<file path="src/core/clkgate_pkg.sv">
package clkgate_pkg;

  // Core clock rate that every wait period is counted in.
  localparam int unsigned CLK_HZ = 40_000_000;

  // Register bus geometry.
  localparam int ADDR_W = 8;
  localparam int DATA_W = 16;

  // Register byte offsets.
  localparam logic [7:0] CTRL_OFFSET = 8'h38;
  localparam logic [7:0] STATUS_OFFSET = 8'h3C;

  // Control register layout and value after reset.
  localparam logic [15:0] CTRL_RESET = 16'h0000;
  localparam int CTRL_RSVD_BIT = 4;
  localparam int SW_EN_BIT = 3;
  localparam int CPU_EN_BIT = 2;
  localparam int WAIT_LSB = 0;
  localparam int WAIT_W = 2;
  localparam int CTRL_USED_W = 5;

  // Status register layout.
  localparam int STAT_SW_GATED_BIT = 0;
  localparam int STAT_CPU_GATED_BIT = 1;

  // Wait period select encodings.
  localparam logic [1:0] WAIT_SEL_5S3 = 2'h0;
  localparam logic [1:0] WAIT_SEL_1S6 = 2'h1;
  localparam logic [1:0] WAIT_SEL_1MS = 2'h2;
  localparam logic [1:0] WAIT_SEL_3U2 = 2'h3;

  // Wait periods in their own units.
  localparam real WAIT_5S3_S = 5.3;
  localparam real WAIT_1S6_S = 1.6;
  localparam real WAIT_1MS_MS = 1.0;
  localparam real WAIT_3U2_US = 3.2;

  // Least times round up; the small offset keeps float noise from adding a cycle.
  localparam int unsigned WAIT_5S3_CYC = int'($ceil(WAIT_5S3_S * CLK_HZ - 0.001));
  localparam int unsigned WAIT_1S6_CYC = int'($ceil(WAIT_1S6_S * CLK_HZ - 0.001));
  localparam int unsigned WAIT_1MS_CYC = int'($ceil(WAIT_1MS_MS * CLK_HZ / 1.0e3 - 0.001));
  localparam int unsigned WAIT_3U2_CYC = int'($ceil(WAIT_3U2_US * CLK_HZ / 1.0e6 - 0.001));

  // Idle counter width, wide enough for the longest period.
  localparam int CNT_W = 28;

  // Number of gated clock channels: switch and CPU.
  localparam int NUM_CH = 2;
  localparam int CH_SW = 0;
  localparam int CH_CPU = 1;
  localparam int NUM_PORTS = 3;

  // Gate controller states.
  typedef enum logic {ST_RUN, ST_GATED} gate_state_t;

endpackage

</file>
<file path="src/core/clk_gate_fsm.sv">
`timescale 1ns/1ps
`default_nettype none

// Run or gate one clock from its enable, idle timer and wake activity.
module clk_gate_fsm (
  // Clock and reset.
  input wire logic clk,
  input wire logic rst_n,
  // Control and status inputs.
  input wire logic en,
  input wire logic act,
  input wire logic expired,
  // Registered clock enable.
  output logic clk_en
);
  import clkgate_pkg::*;

  gate_state_t state_q;
  gate_state_t state_d;

  // Wake takes priority over gating, so activity is never swallowed by a gate.
  always_comb begin
    state_d = state_q;
    case (state_q)
      ST_RUN: begin
        if (en && expired && !act) begin
          state_d = ST_GATED;
        end
      end
      ST_GATED: begin
        if (act || !en) begin
          state_d = ST_RUN;
        end
      end
      default: begin
        state_d = ST_RUN;
      end
    endcase
  end

  // The enable changes only on a clock edge, so the gate downstream sees no glitch.
  always_ff @(posedge clk or negedge rst_n) begin
    if (!rst_n) begin
      state_q <= ST_RUN;
      clk_en <= 1'b1;
    end else begin
      state_q <= state_d;
      clk_en <= (state_d == ST_RUN);
    end
  end

endmodule // clk_gate_fsm

`default_nettype wire

</file>
<file path="src/core/idle_clock_auto_shutdown.sv">
// The strobed register port was chosen for this implementation.
`timescale 1ns/1ps
`default_nettype none

module idle_clock_auto_shutdown #(
  parameter int unsigned WAIT0_CYC = clkgate_pkg::WAIT_5S3_CYC,
  parameter int unsigned WAIT1_CYC = clkgate_pkg::WAIT_1S6_CYC,
  parameter int unsigned WAIT2_CYC = clkgate_pkg::WAIT_1MS_CYC
) (
  // Clock and reset.
  input wire logic CLK,
  input wire logic ARST_N,
  // Register bus.
  input wire logic [clkgate_pkg::ADDR_W-1:0] ADDR,
  input wire logic [clkgate_pkg::DATA_W-1:0] WDATA,
  input wire logic WR,
  input wire logic RD,
  output logic [clkgate_pkg::DATA_W-1:0] RDATA,
  // Activity from the port MACs and the host interface.
  input wire logic [clkgate_pkg::NUM_PORTS-1:0] MII_BUSY,
  input wire logic HOST_ACT,
  // Clock enables for the downstream glitch-free clock gates.
  output logic SW_CLK_EN,
  output logic CPU_CLK_EN
);
  import clkgate_pkg::*;

  // Reset synchroniser stages.
  logic rst_meta_q;
  logic rst_n;

  // Control register fields.
  logic [CTRL_USED_W-1:0] ctrl_q;
  logic [CTRL_USED_W-1:0] ctrl_d;
  logic sw_en;
  logic cpu_en;
  logic [WAIT_W-1:0] wait_sel;

  // Bus decode.
  logic hit_ctrl;
  logic hit_status;
  logic ctrl_wr;
  logic [DATA_W-1:0] read_word;
  logic [DATA_W-1:0] rdata_d;

  // Activity and channel wiring.
  logic mii_any;
  logic host_any;
  logic [CNT_W-1:0] wait_limit;
  logic [NUM_CH-1:0] ch_en;
  logic [NUM_CH-1:0] ch_act;
  logic [NUM_CH-1:0] ch_expired;
  logic [NUM_CH-1:0] ch_clk_en;

  // Maps a wait period select to its cycle count.
  function automatic logic [CNT_W-1:0] sel_limit(input logic [WAIT_W-1:0] sel);
    logic [CNT_W-1:0] lim;
    lim = CNT_W'(WAIT_3U2_CYC);
    case (sel)
      WAIT_SEL_5S3: lim = CNT_W'(WAIT0_CYC);
      WAIT_SEL_1S6: lim = CNT_W'(WAIT1_CYC);
      WAIT_SEL_1MS: lim = CNT_W'(WAIT2_CYC);
      default: lim = CNT_W'(WAIT_3U2_CYC);
    endcase
    return lim;
  endfunction

  // Release of the external reset is synchronised; assertion stays asynchronous.
  always_ff @(posedge CLK or negedge ARST_N) begin
    if (!ARST_N) begin
      rst_meta_q <= 1'b0;
      rst_n <= 1'b0;
    end else begin
      rst_meta_q <= 1'b1;
      rst_n <= rst_meta_q;
    end
  end

  // Address decode and field extraction.
  assign hit_ctrl = (ADDR == CTRL_OFFSET);
  assign hit_status = (ADDR == STATUS_OFFSET);
  assign ctrl_wr = WR && hit_ctrl;
  assign ctrl_d = ctrl_wr ? WDATA[CTRL_USED_W-1:0] : ctrl_q;
  assign sw_en = ctrl_q[SW_EN_BIT];
  assign cpu_en = ctrl_q[CPU_EN_BIT];
  assign wait_sel = ctrl_q[WAIT_LSB +: WAIT_W];

  // Control register; reserved bit 4 is stored but steers nothing.
  always_ff @(posedge CLK or negedge rst_n) begin
    if (!rst_n) begin
      ctrl_q <= CTRL_RESET[CTRL_USED_W-1:0];
    end else begin
      ctrl_q <= ctrl_d;
    end
  end

  // Read mux: unmapped addresses and bits 15:5 read as zero; reserved bit 4 reads back as stored.
  always_comb begin
    read_word = '0;
    if (hit_ctrl) begin
      read_word[CTRL_USED_W-1:0] = ctrl_q;
    end else if (hit_status) begin
      read_word[STAT_SW_GATED_BIT] = !SW_CLK_EN;
      read_word[STAT_CPU_GATED_BIT] = !CPU_CLK_EN;
    end
  end

  // Read data stand only in the cycle after the read strobe.
  assign rdata_d = RD ? read_word : '0;

  always_ff @(posedge CLK or negedge rst_n) begin
    if (!rst_n) begin
      RDATA <= '0;
    end else begin
      RDATA <= rdata_d;
    end
  end

  // A register access is host activity too, so software polling keeps the CPU awake.
  assign mii_any = |MII_BUSY;
  assign host_any = HOST_ACT || WR || RD;

  // Both channels share one wait period select.
  assign wait_limit = sel_limit(wait_sel);

  // The switch watches the MII only; the CPU also watches the host side.
  assign ch_en[CH_SW] = sw_en;
  assign ch_en[CH_CPU] = cpu_en;
  assign ch_act[CH_SW] = mii_any;
  assign ch_act[CH_CPU] = mii_any || host_any;

  // One idle timer and one gate controller per clock.
  genvar gi;
  generate
    for (gi = 0; gi < NUM_CH; gi++) begin : g_ch
      idle_timer u_timer (
        .clk(CLK),
        .rst_n(rst_n),
        .act(ch_act[gi]),
        .limit(wait_limit),
        .expired(ch_expired[gi])
      );
      clk_gate_fsm u_gate (
        .clk(CLK),
        .rst_n(rst_n),
        .en(ch_en[gi]),
        .act(ch_act[gi]),
        .expired(ch_expired[gi]),
        .clk_en(ch_clk_en[gi])
      );
    end
  endgenerate

  // The enables come straight from the controller flip-flops.
  assign SW_CLK_EN = ch_clk_en[CH_SW];
  assign CPU_CLK_EN = ch_clk_en[CH_CPU];

  // Disabled switch gating forces the clock on from the next edge.
  a_sw_always_on: assert property (@(posedge CLK) disable iff (!rst_n)
    !sw_en |=> SW_CLK_EN)
    else $error("switch clock gated while gating is disabled");

  // Disabled CPU gating forces the clock on from the next edge.
  a_cpu_always_on: assert property (@(posedge CLK) disable iff (!rst_n)
    !cpu_en |=> CPU_CLK_EN)
    else $error("CPU clock gated while gating is disabled");

  // Any MII activity wakes a gated switch clock in one cycle.
  a_sw_wake: assert property (@(posedge CLK) disable iff (!rst_n)
    (!SW_CLK_EN && mii_any) |=> SW_CLK_EN)
    else $error("switch clock not woken by MII activity");

  // Host or MII activity wakes a gated CPU clock in one cycle.
  a_cpu_wake: assert property (@(posedge CLK) disable iff (!rst_n)
    (!CPU_CLK_EN && (host_any || mii_any)) |=> CPU_CLK_EN)
    else $error("CPU clock not woken by activity");

  // An expired idle period with gating enabled stops the switch clock.
  a_sw_gate_stop: assert property (@(posedge CLK) disable iff (!rst_n)
    (sw_en && ch_expired[CH_SW] && SW_CLK_EN) |=> !SW_CLK_EN)
    else $error("switch clock not stopped after idle period");

  // An expired idle period with gating enabled stops the CPU clock.
  a_cpu_gate_stop: assert property (@(posedge CLK) disable iff (!rst_n)
    (cpu_en && ch_expired[CH_CPU] && CPU_CLK_EN) |=> !CPU_CLK_EN)
    else $error("CPU clock not stopped after idle period");

  // The switch clock never stops before its idle period has run out.
  a_sw_no_early: assert property (@(posedge CLK) disable iff (!rst_n)
    $fell(SW_CLK_EN) |-> ($past(ch_expired[CH_SW]) && !$past(mii_any)))
    else $error("switch clock stopped before the wait period");

  // The CPU clock never stops before its idle period has run out.
  a_cpu_no_early: assert property (@(posedge CLK) disable iff (!rst_n)
    $fell(CPU_CLK_EN) |-> ($past(ch_expired[CH_CPU]) && !$past(host_any)))
    else $error("CPU clock stopped before the wait period");

  // Helper counts of unbroken idle edges under the shortest period; a long repetition
  // would be slow to check, so the bound is asserted on these counters instead.
  logic [7:0] sw_run_q;
  logic [7:0] cpu_run_q;
  logic sw_short_idle;
  logic cpu_short_idle;

  // A stretch only counts while gating is enabled and the select stays at the shortest period.
  assign sw_short_idle = sw_en && (wait_sel == WAIT_SEL_3U2) && !mii_any;
  assign cpu_short_idle = cpu_en && (wait_sel == WAIT_SEL_3U2) && !ch_act[CH_CPU];

  // The counters saturate, so a clock that stays idle keeps the bound in force.
  always_ff @(posedge CLK or negedge rst_n) begin
    if (!rst_n) begin
      sw_run_q <= 8'h00;
      cpu_run_q <= 8'h00;
    end else begin
      sw_run_q <= sw_short_idle ? (sw_run_q + {7'h00, (sw_run_q != 8'hFF)}) : 8'h00;
      cpu_run_q <= cpu_short_idle ? (cpu_run_q + {7'h00, (cpu_run_q != 8'hFF)}) : 8'h00;
    end
  end

  // One idle edge past the shortest period, the switch clock must already be stopped.
  a_sw_short_wait: assert property (@(posedge CLK) disable iff (!rst_n)
    (sw_run_q > 8'(WAIT_3U2_CYC)) |-> !SW_CLK_EN)
    else $error("switch clock not stopped within the short wait period");

  // One idle edge past the shortest period, the CPU clock must already be stopped.
  a_cpu_short_wait: assert property (@(posedge CLK) disable iff (!rst_n)
    (cpu_run_q > 8'(WAIT_3U2_CYC)) |-> !CPU_CLK_EN)
    else $error("CPU clock not stopped within the short wait period");

  // The switch clock can only stop while its gating enable is set.
  a_sw_needs_en: assert property (@(posedge CLK) disable iff (!rst_n)
    $fell(SW_CLK_EN) |-> $past(sw_en))
    else $error("switch clock stopped with gating disabled");

  // The CPU clock can only stop while its gating enable is set.
  a_cpu_needs_en: assert property (@(posedge CLK) disable iff (!rst_n)
    $fell(CPU_CLK_EN) |-> $past(cpu_en))
    else $error("CPU clock stopped with gating disabled");

  // A gated switch clock stays off while the MII stays quiet and gating is enabled.
  a_sw_stay_off: assert property (@(posedge CLK) disable iff (!rst_n)
    (!SW_CLK_EN && sw_en && !mii_any) |=> !SW_CLK_EN)
    else $error("switch clock woke without activity");

  // A gated CPU clock stays off while all its activity sources stay quiet and gating is enabled.
  a_cpu_stay_off: assert property (@(posedge CLK) disable iff (!rst_n)
    (!CPU_CLK_EN && cpu_en && !ch_act[CH_CPU]) |=> !CPU_CLK_EN)
    else $error("CPU clock woke without activity");

  // Activity in the same cycle as an expiry keeps the CPU clock running.
  a_cpu_act_wins: assert property (@(posedge CLK) disable iff (!rst_n)
    (CPU_CLK_EN && ch_act[CH_CPU]) |=> CPU_CLK_EN)
    else $error("CPU clock stopped despite activity");

  // A control write lands on the next edge with only the used bits kept.
  a_ctrl_write: assert property (@(posedge CLK) disable iff (!rst_n)
    ctrl_wr |=> (ctrl_q == $past(WDATA[CTRL_USED_W-1:0])))
    else $error("control write did not land");

  // Without a control write the wait select and enables hold their value.
  a_ctrl_hold: assert property (@(posedge CLK) disable iff (!rst_n)
    !ctrl_wr |=> $stable(ctrl_q))
    else $error("control register changed without a write");

  // Read data stand only in the cycle after a read strobe.
  a_rdata_quiet: assert property (@(posedge CLK) disable iff (!rst_n)
    !RD |=> (RDATA == '0))
    else $error("read data present without a read strobe");

  // The status word reports both gate states as they stood at the read.
  a_status_map: assert property (@(posedge CLK) disable iff (!rst_n)
    (RD && hit_status) |=> (RDATA == {14'h0000, !$past(CPU_CLK_EN), !$past(SW_CLK_EN)}))
    else $error("status read does not match the gate states");

  // Activity in the same cycle as an expiry keeps the switch clock running.
  a_sw_act_wins: assert property (@(posedge CLK) disable iff (!rst_n)
    (SW_CLK_EN && mii_any) |=> SW_CLK_EN)
    else $error("switch clock stopped despite MII activity");

endmodule // idle_clock_auto_shutdown

`default_nettype wire

</file>
<file path="src/core/idle_timer.sv">
`timescale 1ns/1ps
`default_nettype none

// Counts cycles without activity and saturates at the selected limit.
module idle_timer (
  // Clock and reset.
  input wire logic clk,
  input wire logic rst_n,
  // Activity and limit.
  input wire logic act,
  input wire logic [clkgate_pkg::CNT_W-1:0] limit,
  // Idle long enough.
  output logic expired
);
  import clkgate_pkg::*;

  logic [CNT_W-1:0] cnt_q;
  logic [CNT_W-1:0] cnt_d;
  logic at_limit;

  // Saturating at the limit keeps the counter from wrapping back into the busy range.
  assign at_limit = (cnt_q >= limit);
  assign cnt_d = act ? '0 : (at_limit ? cnt_q : cnt_q + CNT_W'(1));
  assign expired = at_limit && !act;

  // Any activity restarts the count.
  always_ff @(posedge clk or negedge rst_n) begin
    if (!rst_n) begin
      cnt_q <= '0;
    end else begin
      cnt_q <= cnt_d;
    end
  end

  a_timer_restart: assert property (@(posedge clk) disable iff (!rst_n)
    act |=> (cnt_q == '0))
    else $error("idle count not restarted by activity");

endmodule // idle_timer

`default_nettype wire

</file>
<file path="config.mk">
export PLATFORM = sky130hd
export DESIGN_NAME = idle_clock_auto_shutdown
export DESIGN_NICKNAME = d
export VERILOG_FILES = /design/src/core/clkgate_pkg.sv /design/src/core/clk_gate_fsm.sv /design/src/core/idle_clock_auto_shutdown.sv /design/src/core/idle_timer.sv
export SDC_FILE = /design/constraint.sdc
export NUM_CORES = 1
export LEC_CHECK = 0
export CAP_MARGIN = 20
export CORE_ASPECT_RATIO = 1.1
export CORE_MARGIN = 8
export CORE_UTILIZATION = 60
export CTS_CLUSTER_SIZE = 12
export DETAILED_ROUTE_END_ITERATION = 7
export DONT_BUFFER_PORTS = 1
export GPL_ROUTABILITY_DRIVEN = 0
export PLACE_DENSITY = 0.76
export SYNTH_ARGS = -nofsm -noshare
export SYNTH_HDL_FRONTEND = slang
export SYNTH_SLANG_ARGS = --single-unit
</file>
<file path="constraint.sdc">
create_clock -name CLK -period 3.1 [get_ports CLK]
set_clock_uncertainty 0.2 [all_clocks]
set_input_delay 0.31 -clock CLK [delete_from_list [all_inputs] [get_ports CLK]]
set_output_delay 0.31 -clock CLK [all_outputs]
set_load 0.02 [all_outputs]
</file>
## After elaboration in Yosys (flattened, before gate mapping)

Cells that the tools add are included.

| operators by class | value |
|---|---|
| magnitude comparators | 2 |
| $add $sub $neg | 2 |
| equality and inequality tests | 6 |
| bitwise gates (word level) | 4 |
| multiplexer cells | 15 |
| reductions and logical operators | 20 |

Operators with widths:

| kind | count |
|---|---|
| 2-to-1 mux 28 bit | 4 |
| case mux 28 bit (3 select lines) | 1 |
| adder 28 x 1 -> 28 bit (second input constant) | 2 |
| >= comparator 28 bit | 2 |
| == test 8 x 6 -> 1 bit (second input constant) | 2 |
| logical AND 1 bit | 7 |
| zero test 1 bit | 6 |
| logical OR 1 bit | 5 |
| 2-to-1 mux 5 bit | 1 |
| 2-to-1 mux 1 bit | 4 |
| 2-to-1 mux 2 bit | 2 |
| inequality test 2 x 1 -> 1 bit (second input constant) | 2 |
| NOT 1 bit | 4 |
| case mux 1 bit (2 select lines) | 2 |
| 2-to-1 mux 3 bit | 1 |
| OR reduction 3 bit | 1 |
| == test 2 x 1 -> 1 bit (second input constant) | 1 |
| == test 2 bit (second input constant) | 1 |
| zero test 2 bit | 1 |

| storage, ports and cells | value |
|---|---|
| output and inout port bits | 18 |
| flip-flop bits (word level) | 72 |
| input port bits | 32 |

## Depth between registers and ports, before layout

| depth | value |
|---|---|
| word-level depth | 10 |
| gate-level depth with buffers | 12 |
| mapped depth without buffers | 9 |

## Cells and area by module

A second synthesis with hierarchy kept.

| unflattened totals | value |
|---|---|
| cells, all modules | 616 |
| area, all modules | 5,420.2 µm² |

Modules (own cells, without submodules):

| module | cells each | times used | area an instance (µm²) | sequential area each (µm²) |
|---|---|---|---|---|
| idle_timer (g_ch[1].u_timer) | 290 | 1 | 2,447.3 | 700.7 |
| idle_timer (g_ch[0].u_timer) | 264 | 1 | 2,215.9 | 700.7 |
| idle_clock_auto_shutdown | 52 | 1 | 611.8 | 300.3 |
| clk_gate_fsm | 5 | 2 | 72.6 | 51.3 |

## Least setup slack after synthesis

OpenSTA, ideal clock, no wires.

| timing path | value |
|---|---|
| path type | register -> register |
| from | reg ctrl_q[0] |
| to | reg g_ch[1].u_timer.cnt_q[2] |
| data required time | 2.823 ns |
| clock period less this slack | 3.406 ns |
| arrival time | 3.128 ns |
| setup time | 0.077 ns |
| slack | -0.306 ns |
| cell stages (with the launch flop) | 10 |
| path buffers | 2 |
| cells stage by stage | dfrtp_1 clkbuf_1 or2_2 ha_1 or4_4 o211a_1 or4b_1 buf_2 or4_1 a21oi_1 |

| on the way | value |
|---|---|
| longest elaborated chain between the ends | 4 |
| elaborated cells on any way between the ends | 6 |

RTL lines:

| item | line | source |
|---|---|---|
| from (decl) | idle_clock_auto_shutdown.sv:33 | `logic [CTRL_USED_W-1:0] ctrl_q;` |
| from (signal assigned) | idle_clock_auto_shutdown.sv:91 | `ctrl_q <= CTRL_RESET[CTRL_USED_W-1:0];` |
| from (signal assigned) | idle_clock_auto_shutdown.sv:93 | `ctrl_q <= ctrl_d;` |
| == test 2 bit (tied with other cells) | idle_clock_auto_shutdown.sv:59 | `case (sel)` |
| case mux 28 bit (3 select lines) (*) | idle_clock_auto_shutdown.sv:59 |  |
| >= comparator 28 bit (*) | idle_timer.sv:22 | `assign at_limit = (cnt_q >= limit);` |
| inequality test 2 x 1 -> 1 bit (no line) (*) | -- |  |
| to (signal assigned) | idle_timer.sv:31 | `cnt_q <= cnt_d;` |
| to (decl) | idle_timer.sv:17 | `logic [CNT_W-1:0] cnt_q;` |

Mark *: on every way between the ends. The rest lies on a longest branch, timed or not.
A chain may end at the register's enable or synchronous reset.

## Worst setup path after layout

| timing path | value |
|---|---|
| from | reg ctrl_q[1] |
| to | reg g_ch[1].u_timer.cnt_q[18] |

Same word-level chain as after synthesis.

==> flow_summary_export.csv <==
group,metric,value,unit
synth,ys_seq_elements,72,
global_routing,grtUsageTotal,0.211,
clock_network,clockBufferDepth,2,
detailed_routing,num_vias,4021,
power,power,1.84,mW
global_routing,grt_pass1_vias,3941,
global_routing,use_met1,0.252,
global_routing,overflow,0,
floorplanning,initial_utilization,0.620,
worst_setup_path,critPathKind,"flop to flop",
final_layout,area_growth,12.1,%
power,sw_frac_of_total,0.259,
global_routing,antenna_found_initial,0,
power,clkPwrFrac,0.421,
final_layout,fillers,578,
synth,ys_types,53,
sta,max_freq,327,MHz
worst_setup_path,crit_start,"ctrl_q[1]$_DFFE_PN0P_",
synth,synthCells,510,
job,cap_viol_max_count,0,
power,power.density,355,mW/mm2
sta,worstMarginPinSlew,899,ps
sta,drv_slew,0,
clock_network,htreeDepth,3,
synth,synth_flop_cell,"dfrtp_1",
sta,hold_viol_final,0,
worst_setup_path,worstSetupEndpointType,"flop",
final_layout,diodes,0,
power,p_int,1.37,mW
floorplanning,coreArea,0.00747,mm2
worst_setup_path,required,3170,ps
worst_setup_path,crit_top_cell,"buf_4",
worst_setup_path,r2r_end,"g_ch[1].u_timer.cnt_q[18]$_DFFE_PN0P_",
sta,setup_viol,0,
sta,finalWorstSetupSlack,37.5,ps
floorplanning,fp.dieArea,0.0108,mm2
floorplanning,ios,50,
worst_hold_path,hold_path_depth,2,
detailed_routing,dr.pass1.iters,5,
global_routing,grt_pass1_wl,18400,um
final_layout,final_nets,603,
worst_setup_path,crit_fanout,9,
status,outcome,"finished clean",
power,leakage,2.17,nW
worst_setup_path,startpoint_type,"flop",
worst_setup_path,r2r_setup_slack,40,ps
sta,period_share,0.988,
final_layout,multi_input_area,0.00265,mm2
sta,rsz0062_at_grt,"yes",
synth,yosys.area.top_type,"dfrtp_1",
global_routing,met3_usage,0.0289,
global_routing,grt_max_degree,37,
detailed_routing,antenna_left,0,
clock_network,clk_pin_slew,90,ps
detailed_routing,vias_per_cell,6.21,
power,max-vdd-ir-drop,0.000440,V
placement,dp_hpwl,7480,um
global_routing,grt_busiest_layer,"met2",
worst_setup_path,endpoint,"g_ch[1].u_timer.cnt_q[18]$_DFFE_PN0P_",
sta,post-route-min-period,3060,ps
synth,synthArstFlopShare,1.00,
synth,synth_warnings,0,
synth,synth_top_area_frac,0.378,
floorplanning,rows,33,
detailed_routing,drc_errors,0,
detailed_routing,drt_iter0_markers,128,
power,seq_power_share,0.519,
clock_network,cts-buffers-inserted,9,
floorplanning,die_h,108,um
clock_network,cts.sinks,72,
worst_setup_path,cp_slowest_cell,"nor4_1",
final_layout,final-seq-area,0.00181,mm2
sta,hold_slack,8.79,ps
worst_hold_path,hold_path.class,"input pin to flop",
worst_setup_path,r2r-start,"ctrl_q[1]$_DFFE_PN0P_",
clock_network,worstSkewPairLatency,360,ps
floorplanning,die_width,99.8,um
worst_setup_path,worst_r2r_path_depth,11,
detailed_routing,routed_wl,10700,um
clock_network,root_buffer,"clkbuf_8",
synth,ys_seq_area_frac,0.389,
worst_setup_path,cpPeakStageDelay,500,ps
synth,synth_common_cells,"dfrtp_1, a21oi_1, nand2_1",
placement,dp_slack,51.9,ps
synth,yosysMostFrequentCell,"dfrtp_1",
power,p_comb_frac,0.060,
sta,slew_headroom,0.395,
synth,synth_area_leaders,"dfrtp_1, ha_1, a21oi_1",
worst_setup_path,cp_cell_sequence,"or2_4, ha_1, nand2_1, nor4_1, buf_4, o211ai_1, nand4b_1, buf_4, buf_4, o31ai_1, a21oi_1",
power,p_sw,0.476,mW
placement,port-buffer-count,0,
synth,synth_edf_count,0,
worst_setup_path,cp_data_arrival_time,3140,ps
global_routing,use_met2,0.368,
detailed_routing,avgRoutedWirePerCell,16.6,um
synth,synth_area_per_cell,9.08,um2
synth,syn_area,0.00463,mm2
final_layout,drive_above_1_share,0.118,
clock_network,cts_tree,"built",
-- per-stage QoR --
| step | instances | util | cell area (um2) | setup TNS, ps |
|---|---|---|---|---|
| global placement | 614 | 0.643 | 4810 | 0 |
| finish | 647 | 0.695 | 5190 | 0 |
| floorplan | 520 | - | 4700 | 0 |
| CTS | 642 | 0.686 | 5130 | 0 |
| global route | 647 | 0.695 | 5190 | -1300 |
| detailed placement | 614 | 0.643 | 4810 | 0 |
-- area by class of cell --
| class | count | share of cell area |
|---|---|---|
| clock buffer | 9 | 0.0239 |
| clock inverter | 7 | 0.0152 |
| inverter | 20 | 0.0145 |
| multi-input combinational | 397 | 0.509 |
| sequential | 72 | 0.348 |
| tap | 105 | 0.0253 |
| timing repair buffer | 37 | 0.0641 |
-- flip-flops by register name (all words and copies together), names as in the netlist --
register             flops
g_ch.u_timer.cnt_q      56
RDATA                    5
ctrl_q                   5
g_ch.u_gate.clk_en       2
g_ch.u_gate.state_q      2
rst_meta_q               1
rst_n                    1
-- worst max-delay path, delay by kind of cell (launching register included) --
family | cells | cell delay (ps)
buf+inv | 3 | 490
compound gates | 3 | 430
fa+ha+maj | 1 | 310
simple gates | 4 | 1130
flops | 1 | 420
-- how the worst min path moves through the flow --
stage	slack [ps]	startpoint	to
final	9	HOST_ACT	g_ch[1].u_timer.cnt_q[19]$_DFFE_PN0P_
after global routing	20	HOST_ACT	g_ch[1].u_timer.cnt_q[19]$_DFFE_PN0P_
after floorplan	-190	ARST_N	rst_meta_q$_DFF_PN0_
after global placement	-190	ARST_N	rst_n$_DFF_PN0_
after detailed placement	-190	ARST_N	rst_n$_DFF_PN0_
after CTS	1	HOST_ACT	g_ch[1].u_timer.cnt_q[19]$_DFFE_PN0P_
-- layer usage --
metal | share of wire | vias up
li1 | - | 1943
met5 | 0 | -
met3 | 0.036 | 21
met4 | 0.021 | 0
met1 | 0.41 | 1968
met2 | 0.54 | 89
-- logic make-up (layout without fill, tap and decap cells) --
kind of cell    after synthesis  count (layout)  synth area share
buf+inv                      51              73            0.0583
flops                        72              72             0.389
fa+ha+maj                    34              34            0.0918
compound gates              121             121             0.158
other cells                   2              12           0.00162
xor+xnor                      7               7            0.0132
simple gates                207             207             0.252
mux                          16              16            0.0359
-- power by group through the flow --
stage,registers [mW],logic (mW),clock network (mW)
floorplan,0.978,0.0749,0
global placement,0.975,0.0934,0
detailed placement,0.975,0.0969,0
CTS,0.957,0.109,0.784
global route,0.958,0.124,0.819
finish,0.956,0.111,0.775
-- placed cells by master (no fill, tap or decap), drive strengths merged, types with 3 or more instances in the layout --
cell type and instances:
a211oi 3, a21oi 47, and2 6, and3 6, and4 4, buf 25, clkbuf 9, clkinv 4
conb 12, dfrtp 70, dlygate4sd3 12, ha 34, inv 22, mux2 5, mux2i 11, nand2 43
nand2b 10, nand3 20, nand3b 3, nand4 17, nand4b 4, nor2 21, nor3 11, nor4 7
o211a 3, o211ai 8, o21a 5, o21ai 29, o31ai 16, or2 3, or3 23, or4 22
xnor2 5
-- repair_timing --
action / 4_1_cts / 5_1_grt
hold buffers: 12 / 0
gates resized for setup: 0 / 7
setup buffers: 0 / 5
hold endpoints to repair: 13 / 0
endpoints found under the setup margin: 0 / 36
(Power assumes the default switching activity.)
